==> config.mk <==
export PLATFORM = sky130hd
export DESIGN_NAME = cwseq_run
export DESIGN_NICKNAME = d
export VERILOG_FILES = /design/src/common/cwseq_pkg.sv /design/src/core/cwseq_tick.sv /design/src/core/cwseq_run.sv
export VERILOG_INCLUDE_DIRS = /design/src /design/src/common
export SDC_FILE = /design/constraint.sdc
export NUM_CORES = 1
export LEC_CHECK = 0
export ABC_AREA = 1
export BUFFER_PORTS_ARGS = -buffer_cell sky130_fd_sc_hd__buf_2
export CORE_MARGIN = 1
export CORE_UTILIZATION = 45
export DETAILED_ROUTE_END_ITERATION = 7
export PLACE_DENSITY = 0.69
export SYNTH_ARGS = -nofsm -noshare
export SYNTH_HDL_FRONTEND = slang
export SYNTH_HIERARCHICAL = 1
export SYNTH_SLANG_ARGS = --single-unit
==> constraint.sdc <==
create_clock -name mclk -period 2.84 [get_ports mclk]
set_input_delay 0.426 -clock mclk [delete_from_list [all_inputs] [get_ports mclk]]
set_output_delay 0.426 -clock mclk [all_outputs]
set_load 0.01 [all_outputs]
==> src/common/cwseq_defines.svh <==
`ifndef CWSEQ_DEFINES_SVH
`define CWSEQ_DEFINES_SVH

// Register addresses on the internal register port.
`define CWSEQ_ADDR_ENABLE_INDEX 8'h6c
`define CWSEQ_ADDR_RUN_CONTROL  8'h6f
`define CWSEQ_ADDR_PROGRESS     8'h70

// Field positions.
`define CWSEQ_BIT_CLK_ENABLE    8
`define CWSEQ_BIT_LAUNCH        8
`define CWSEQ_BIT_CANCEL        9
`define CWSEQ_BIT_BUSY          0
`define CWSEQ_IDX_LSB           4
`define CWSEQ_BIT_LAST          14
`define CWSEQ_WAIT_LSB          8

// Step memory decode.
`define CWSEQ_RAM_LAST          6'h1f
`define CWSEQ_ROM_LAST          6'h30
`define CWSEQ_IDX_RESET         6'h00

// Step timing unit in nanoseconds and its cycle count at 20 MHz.
`define CWSEQ_UNIT_NS           62500
`define CWSEQ_CLK_NS            50
`define CWSEQ_UNIT_CYCLES       (`CWSEQ_UNIT_NS / `CWSEQ_CLK_NS)
`define CWSEQ_WAIT_BASE         8

`endif

==> src/common/cwseq_pkg.sv <==
package cwseq_pkg;
    typedef enum logic [1:0] {CWSEQ_IDLE, CWSEQ_FETCH, CWSEQ_WRITE, CWSEQ_WAIT} cwseq_state_t;
endpackage

==> src/core/cwseq_tick.sv <==
`timescale 1ns/1ps
`include "cwseq_defines.svh"

// Divider giving one enable pulse per step time unit while running.
module cwseq_tick
#(
    parameter int UNIT_CYCLES = `CWSEQ_UNIT_CYCLES
)
(
    // Clock and reset.
    input  wire logic mclk,
    input  wire logic rstn,
    // Control and pulse.
    input  wire logic run,
    output logic      tick
);
    localparam int CW = $clog2(UNIT_CYCLES + 1);
    logic [CW-1:0] cnt_q;

    // Counts while run is high and restarts from zero when it falls.
    always_ff @(posedge mclk or negedge rstn)
    begin
        if (!rstn)
        begin
            cnt_q <= '0;
            tick  <= 1'b0;
        end
        else if (!run)
        begin
            cnt_q <= '0;
            tick  <= 1'b0;
        end
        else if (cnt_q == CW'(UNIT_CYCLES - 1))
        begin
            cnt_q <= '0;
            tick  <= 1'b1;
        end
        else
        begin
            cnt_q <= cnt_q + 1'b1;
            tick  <= 1'b0;
        end
    end
endmodule

==> src/core/cwseq_run.sv <==
`timescale 1ns/1ps
`include "cwseq_defines.svh"

// Summary of operation
// (RL1) Sequencer clock runs only while the enable bit 8 of first register is one.
// (RL2) Host keeps master clock running and core clock enabled while using it.
// (RL3) Host loads the six-bit first step location before launching.
// (RL4) Locations 0-31 are RAM, 32-48 ROM, 49-63 reserved.
// (RL5) Writing one to launch bit 8 starts at the first step location.
// (RL6) Each step fetches its entry, writes the field, then moves to next location.
// (RL7) Run halts after a step with last marker set, then done flag rises.
// (RL8) On finishing, the launch bit clears itself and reads back zero.
// (RL9) A programmable wait follows each step before the next executes.
// (RL10) Writing one to cancel bit 9 ends the run and returns control to host.
// (RL11) Status bit 0 reads one while running, zero when idle.
// (RL12) While running, only sequencer and reset registers may be accessed by host.
// (RL13) Status bits 9:4 show the last accessed location, kept after completion.
// (RL14) At sequence end the done flag pulses to the interrupt status register.
// (RL15) Host should prefer the built-in start-up and shutdown sequences.
// (RL16) Each step lasts 62.5 us times (2 to the wait code, plus 8).
// (RL17) Bit 14 of the second step word is the last marker.
// (RL18) Cancel clears running and launch after the current write, index kept.
module cwseq_run
    import cwseq_pkg::*;
#(
    parameter int UNIT_CYCLES = `CWSEQ_UNIT_CYCLES
)
(
    // Clock and reset.
    input  wire logic        mclk,
    input  wire logic        rstn,
    // Host register port.
    input  wire logic        reg_wr,
    input  wire logic [7:0]  reg_addr,
    input  wire logic [15:0] reg_wdata,
    output logic      [15:0] reg_rdata,
    // Step memory port.
    output logic      [5:0]  step_addr,
    output logic             step_rd,
    input  wire logic [15:0] step_word1,
    input  wire logic [15:0] step_word2,
    // Control register field write port.
    output logic             field_wr,
    output logic      [7:0]  field_reg,
    output logic      [3:0]  field_lsb,
    output logic      [2:0]  field_width,
    output logic      [7:0]  field_data,
    // Status to the rest of the control logic.
    output logic             seq_running_flag,
    output logic             seq_done_irq_flag
);
    cwseq_state_t  state_q;
    logic          seq_clock_enable_q;
    logic          seq_launch_q;
    logic          cancel_q;
    logic [5:0]    seq_first_step_location_q;
    logic [5:0]    seq_progress_location_q;
    logic [15:0]   word2_q;
    logic [16:0]   wait_q;
    logic          tick;
    logic          wr_en;
    logic          wr_run;

    // Decodes a location into a usable memory entry, reserved ones are not.
    function automatic logic loc_valid(input logic [5:0] loc);
        loc_valid = (loc <= `CWSEQ_ROM_LAST); // RL4
    endfunction

    // Step length in time units, execution included.
    function automatic logic [16:0] step_units(input logic [3:0] code);
        step_units = (17'h0_0001 << code) + 17'(`CWSEQ_WAIT_BASE); // RL16
    endfunction

    assign wr_en  = reg_wr && reg_addr == `CWSEQ_ADDR_ENABLE_INDEX;
    assign wr_run = reg_wr && reg_addr == `CWSEQ_ADDR_RUN_CONTROL;

    cwseq_tick #(.UNIT_CYCLES(UNIT_CYCLES)) u_tick
    (
        .mclk (mclk),
        .rstn (rstn),
        .run  (state_q == CWSEQ_WAIT && seq_clock_enable_q), // RL1
        .tick (tick)
    );

    // Enable bit and first step location hold host values.
    always_ff @(posedge mclk or negedge rstn)
    begin
        if (!rstn)
        begin
            seq_clock_enable_q        <= 1'b0;
            seq_first_step_location_q <= `CWSEQ_IDX_RESET;
        end
        else
        begin
            if (wr_en)
                seq_clock_enable_q <= reg_wdata[`CWSEQ_BIT_CLK_ENABLE];
            if (wr_run)
                seq_first_step_location_q <= reg_wdata[5:0];
        end
    end

    // Cancel request is held until the current step's write has finished.
    always_ff @(posedge mclk or negedge rstn)
    begin
        if (!rstn)
            cancel_q <= 1'b0;
        else if (wr_run && reg_wdata[`CWSEQ_BIT_CANCEL] && state_q != CWSEQ_IDLE)
            cancel_q <= 1'b1; // RL10
        else if (state_q == CWSEQ_IDLE)
            cancel_q <= 1'b0;
    end

    // Step sequencing state machine.
    always_ff @(posedge mclk or negedge rstn)
    begin
        if (!rstn)
        begin
            state_q                 <= CWSEQ_IDLE;
            seq_launch_q            <= 1'b0;
            seq_progress_location_q <= `CWSEQ_IDX_RESET;
            word2_q                 <= 16'h0000;
            wait_q                  <= 17'h0_0000;
            step_rd                 <= 1'b0;
            field_wr                <= 1'b0;
            field_reg               <= 8'h00;
            field_lsb               <= 4'h0;
            field_width             <= 3'h0;
            field_data              <= 8'h00;
            seq_done_irq_flag       <= 1'b0;
        end
        else
        begin
            step_rd           <= 1'b0;
            field_wr          <= 1'b0;
            seq_done_irq_flag <= 1'b0;
            unique case (state_q)
                CWSEQ_IDLE:
                begin
                    if (wr_run && reg_wdata[`CWSEQ_BIT_LAUNCH] && !reg_wdata[`CWSEQ_BIT_CANCEL]
                        && seq_clock_enable_q && loc_valid(reg_wdata[5:0]))
                    begin
                        seq_launch_q            <= 1'b1; // RL5
                        seq_progress_location_q <= reg_wdata[5:0]; // RL5
                        step_rd                 <= 1'b1;
                        state_q                 <= CWSEQ_FETCH;
                    end
                end
                CWSEQ_FETCH:
                begin
                    field_reg   <= step_word1[7:0]; // RL6
                    field_lsb   <= step_word1[11:8];
                    field_width <= step_word1[14:12];
                    field_data  <= step_word2[7:0];
                    word2_q     <= step_word2;
                    field_wr    <= 1'b1; // RL6
                    state_q     <= CWSEQ_WRITE;
                end
                CWSEQ_WRITE:
                begin
                    wait_q  <= step_units(word2_q[`CWSEQ_WAIT_LSB +: 4]) - 17'h0_0001; // RL9
                    state_q <= CWSEQ_WAIT;
                    if (cancel_q || (wr_run && reg_wdata[`CWSEQ_BIT_CANCEL]))
                    begin
                        seq_launch_q <= 1'b0; // RL18
                        state_q      <= CWSEQ_IDLE;
                    end
                end
                CWSEQ_WAIT:
                begin
                    if (cancel_q)
                    begin
                        seq_launch_q <= 1'b0; // RL18
                        state_q      <= CWSEQ_IDLE;
                    end
                    else if (tick && wait_q == 17'h0_0000)
                    begin
                        if (word2_q[`CWSEQ_BIT_LAST] || !loc_valid(seq_progress_location_q + 6'h01))
                        begin
                            seq_launch_q      <= 1'b0; // RL8
                            seq_done_irq_flag <= 1'b1; // RL7 RL14
                            state_q           <= CWSEQ_IDLE; // RL17
                        end
                        else
                        begin
                            seq_progress_location_q <= seq_progress_location_q + 6'h01; // RL6 RL13
                            step_rd                 <= 1'b1;
                            state_q                 <= CWSEQ_FETCH;
                        end
                    end
                    else if (tick)
                        wait_q <= wait_q - 17'h0_0001;
                end
            endcase
        end
    end

    assign step_addr = seq_progress_location_q;

    // Running flag and read data are registered for the outputs.
    always_ff @(posedge mclk or negedge rstn)
    begin
        if (!rstn)
        begin
            seq_running_flag <= 1'b0;
            reg_rdata        <= 16'h0000;
        end
        else
        begin
            seq_running_flag <= (state_q != CWSEQ_IDLE); // RL11 RL12
            unique case (reg_addr)
                `CWSEQ_ADDR_ENABLE_INDEX:
                    reg_rdata <= 16'(seq_clock_enable_q) << `CWSEQ_BIT_CLK_ENABLE;
                `CWSEQ_ADDR_RUN_CONTROL:
                    reg_rdata <= (16'(seq_launch_q) << `CWSEQ_BIT_LAUNCH) | 16'(seq_first_step_location_q);
                `CWSEQ_ADDR_PROGRESS:
                    reg_rdata <= (16'(seq_progress_location_q) << `CWSEQ_IDX_LSB)
                               | 16'(state_q != CWSEQ_IDLE); // RL11 RL13
                default:
                    reg_rdata <= 16'h0000;
            endcase
        end
    end

    a_done_idle: assert property (@(posedge mclk) disable iff (!rstn) // RL7
        seq_done_irq_flag |-> state_q == CWSEQ_IDLE && !seq_launch_q)
        else $error("done flag without idle");
    a_write_after_fetch: assert property (@(posedge mclk) disable iff (!rstn) // RL6
        step_rd |=> field_wr)
        else $error("fetch not followed by write");
    a_busy_follows: assert property (@(posedge mclk) disable iff (!rstn) // RL11
        (state_q != CWSEQ_IDLE) |=> seq_running_flag)
        else $error("busy flag missing");
    a_cancel_ends: assert property (@(posedge mclk) disable iff (!rstn) // RL10
        (cancel_q && state_q == CWSEQ_WAIT) |=> state_q == CWSEQ_IDLE)
        else $error("cancel did not end run");
    a_no_tick_off: assert property (@(posedge mclk) disable iff (!rstn) // RL1
        !seq_clock_enable_q |=> !tick)
        else $error("tick while disabled");
    // A fetch raised from the wait state must point one location further on.
    a_index_steps: assert property (@(posedge mclk) disable iff (!rstn) // RL13
        (step_rd && $past(state_q) == CWSEQ_WAIT)
        |-> seq_progress_location_q == $past(seq_progress_location_q) + 6'h01)
        else $error("index did not advance by one");
    a_valid_loc: assert property (@(posedge mclk) disable iff (!rstn) // RL4
        step_rd |-> seq_progress_location_q <= `CWSEQ_ROM_LAST)
        else $error("reserved location fetched");
    // The launch bit must already have been cleared in the cycle before busy falls.
    a_launch_clear: assert property (@(posedge mclk) disable iff (!rstn) // RL8
        $fell(seq_running_flag) |-> !$past(seq_launch_q))
        else $error("launch bit left set");
endmodule

==> impl_metrics.csv <==
group,metric,value,unit
pwr,ir_worst_vdd,0.000381,V
pwr,pwr-share-clk,15.5,%
routing,vias,3905,
routing,route.detailed.drc,0,
placement,port_buffers,89,
setup_path,crit_chain,"ha_1 -> inv_1 -> buf_4 -> nand2_1 -> nand2_4 -> inv_2 -> o21ai_0 -> nand2_1",
routing,wl,10100,um
setup_path,cp_data_arrival_time,2.22,ns
floorplanning,fp.coreArea,9910,sq um
global_route,grt_pass1_vias,3690,
final_layout,mostFrequentLayoutCells,"129 x nand2_1, 88 x dfrtp_1, 88 x buf_2, 62 x nor2_1, 54 x inv_1",
synth,syn_area_per_cell,8.43,sq um
pwr,switching_share,43.8,%
cts,cts_buffer_depth,2,
sta,fin_skew,0.0133,ns
setup_path,cp_slowest_cell,"dfrtp_1",
global_route,grt_usage,19.6,%
synth,synth_cell_type_count,36,
final_layout,largest_registers,"wait_q (17), u_tick/cnt_q (11), reg_rdata (10)",
routing,routed_via_density,5.02,
pwr,combPwrFrac,46.9,%
placement,dp_hpwl,7520,um
setup_path,path_max_fanout,28,
floorplanning,fp.dieW,104,um
global_route,grt_max_degree,35,
cts,cts_max_level,3,
synth,synth-main-ff-cell,"dfrtp_1",
cts,cts_tree,"built",
pwr,p_per_area,974,nW/um^2
floorplanning,start_util,47.1,%
pwr,seqPwrFrac,37.5,%
synth,syn_area,4670,sq um
cts,clk_latency,0.37,ns
placement,gp_congestion,0.875,
pwr,switching_power,2290,uW
setup_path,path_buf_inv,3,
final_layout,largest_reg_flops,17,
global_route,gr-total-overflow,0,
sta,slew_viol_final,0,
setup_path,endpoint,"wait_q[11]",
synth,ys_seq_area_share,47.1,%
setup_path,r2r_slack,0.88,ns
floorplanning,rows,36,
global_route,grt_pass1_wl,17200,um
setup_path,rr_worst_depth,8,
setup_path,crit_path_max_incr_delay,0.43,ns
sta,finalSetupViolCount,0,
setup_path,cp-start-kind,"flop",
pwr,p_int,2930,uW
final_layout,fin_nets,709,
floorplanning,die_area,10800,sq um
sta,min_period,1.96,ns
synth,synth-seq-cells,88,
final_layout,final_common_cell,"nand2_1",
floorplanning,die_h,104,um
sta,rsz0062_at_grt,"false",
routing,drt_iter0_markers,226,
final_layout,n_fill_cell,945,
routing,firstDrtPassIters,5,
cts,clock-root-buffer,"clkbuf_8",
hold_path,hold_class,"in -> reg",
run_status,status,"completed",
routing,final_antenna_net_count,0,
final_layout,top_register,"wait_q",
synth,synthArstFlopShare,100,%
setup_path,timing.rr.end,"wait_q[11]",
sta,postLayoutSetupSlackWorst,0.881,ns
synth,ys_warn_count,6,
placement,place_ws,0.900,ns
sta,finalHoldViolations,0,
final_layout,diodes,0,
setup_path,end_kind,"flop",
final_layout,drive_gt1_share,25.1,%
floorplanning,io-pin-count,108,
cts,cts_num_sinks,88,
cts,cts_buffers,9,
sta,fin_crit_sh,69.0,%
cts,path_clk_slew,0.10,ns
pwr,p_leak,0.00263,uW
routing,routedWlPerCell,13.0,um
setup_path,cp.depth,8,
synth,syn_inst,554,
setup_path,critPathLaunch,"state_q[0]",
sta,fin_setup_tns,0,ns
setup_path,crit_top_cell,"nand2_1",
sta,fmax,510,MHz
setup_path,r2r_start,"state_q[0]",
setup_path,critPathRequiredTime,3.10,ns
setup_path,crit_family,"buffers and inverters",
global_route,grt_antenna_before_repair,0,
synth,synth_edf_count,0,
final_layout,area_growth,14.9,%
job,maxCapViolCount,0,
setup_path,worst-setup-path-type,"reg -> reg",
==> synth_stat cells (6+ instances only) <==
library cell	count	area share [%]
nor2_1	62	5.0
nand3_2	6	1.3
nand4_1	8	1.1
ha_1	10	2.7
xor2_1	6	1.1
inv_1	54	4.3
o21ai_0	39	4.2
buf_4	15	2.4
a21oi_1	9	0.96
nor3_1	9	0.96
nor2_4	6	1.4
dfrtp_1	88	47
nand2_1	129	10
nand3_1	34	3.6
o21ai_1	7	0.75
mux2_2	23	5.5
==> tightest hold or removal path: stages <==
cell and delay, ns:
buf_2 0.08, nand2_1 0.04, o21ai_0 0.06
==> worst min-delay path by stage <==
| stage | start | to | cells past startpoint |
|---|---|---|---|
| finish | step_word2[10] | word2_q[10] | 3 |
| detailed placement | rstn | seq_first_step_location_q[2] | 1 |
| CTS | step_word2[10] | word2_q[10] | 3 |
| global placement | rstn | reg_rdata[6] | 1 |
| floorplan | rstn | cancel_q | 0 |
| global route | step_word1[2] | field_reg[2] | 2 |
==> area by class of cell <==
class | count | area [sq um] | area share [%]
Multi-Input combinational cell | 389 | 2100 | 39.2
Clock inverter | 6 | 52.6 | 0.979
Inverter | 56 | 210 | 3.92
Tap cell | 133 | 166 | 3.10
Sequential cell | 88 | 2200 | 41.0
Clock buffer | 10 | 128 | 2.38
Timing Repair Buffer | 96 | 503 | 9.37
==> through the flow <==
stage	cell area (sq um)	hold WS [ns]	power, uW	std cells	utilization (%)
2_1_floorplan	4690	0.130	3830	559	-
3_3_place_gp	5180	0.384	4350	761	52.2
3_5_place_dp	5180	0.392	4430	761	52.2
4_1_cts	5370	0.254	5250	778	54.2
5_1_grt	5370	0.265	5670	778	54.2
6_report	5370	0.268	5220	778	54.2
==> routing by layer <==
metal	GRT usage (%)	share of wire [%]	vias to the layer above
li1	-	-	1946
met1	26.0	46	1834
met5	0	0	-
met4	9.49	2.0	0
met2	31.3	47	110
met3	2.88	4.7	15
==> power by group through the flow <==
stage,registers [uW],logic [uW],clock network (uW)
after detailed placement,1980,2440,0
after floorplan,1990,1830,0
after CTS,1960,2460,839
after global routing,2020,2770,888
after global placement,1960,2380,0
final,1960,2450,812
==> kinds of logic after synthesis <==
logic type               Yosys count  synth area share, %
XOR/XNOR                           9                 1.69
adder cells (fa/ha/maj)           10                 2.68
buffers and inverters             82                 8.22
multiplexers                      23                 5.54
flip-flops                        88                 47.1
AO/OA/AOI/OAI                     71                 8.38
other                              1               0.0803
AND/OR/NAND/NOR                  270                 26.3
==> what timing repair did <==
item | CTS | global route
hold buffers | 1 | 0
gates resized for setup | 0 | 0
endpoints found under the setup margin | 0 | 0
endpoints found under the hold margin | 24 | 0
setup buffers | 0 | 0
(Power assumes the default switching activity.)
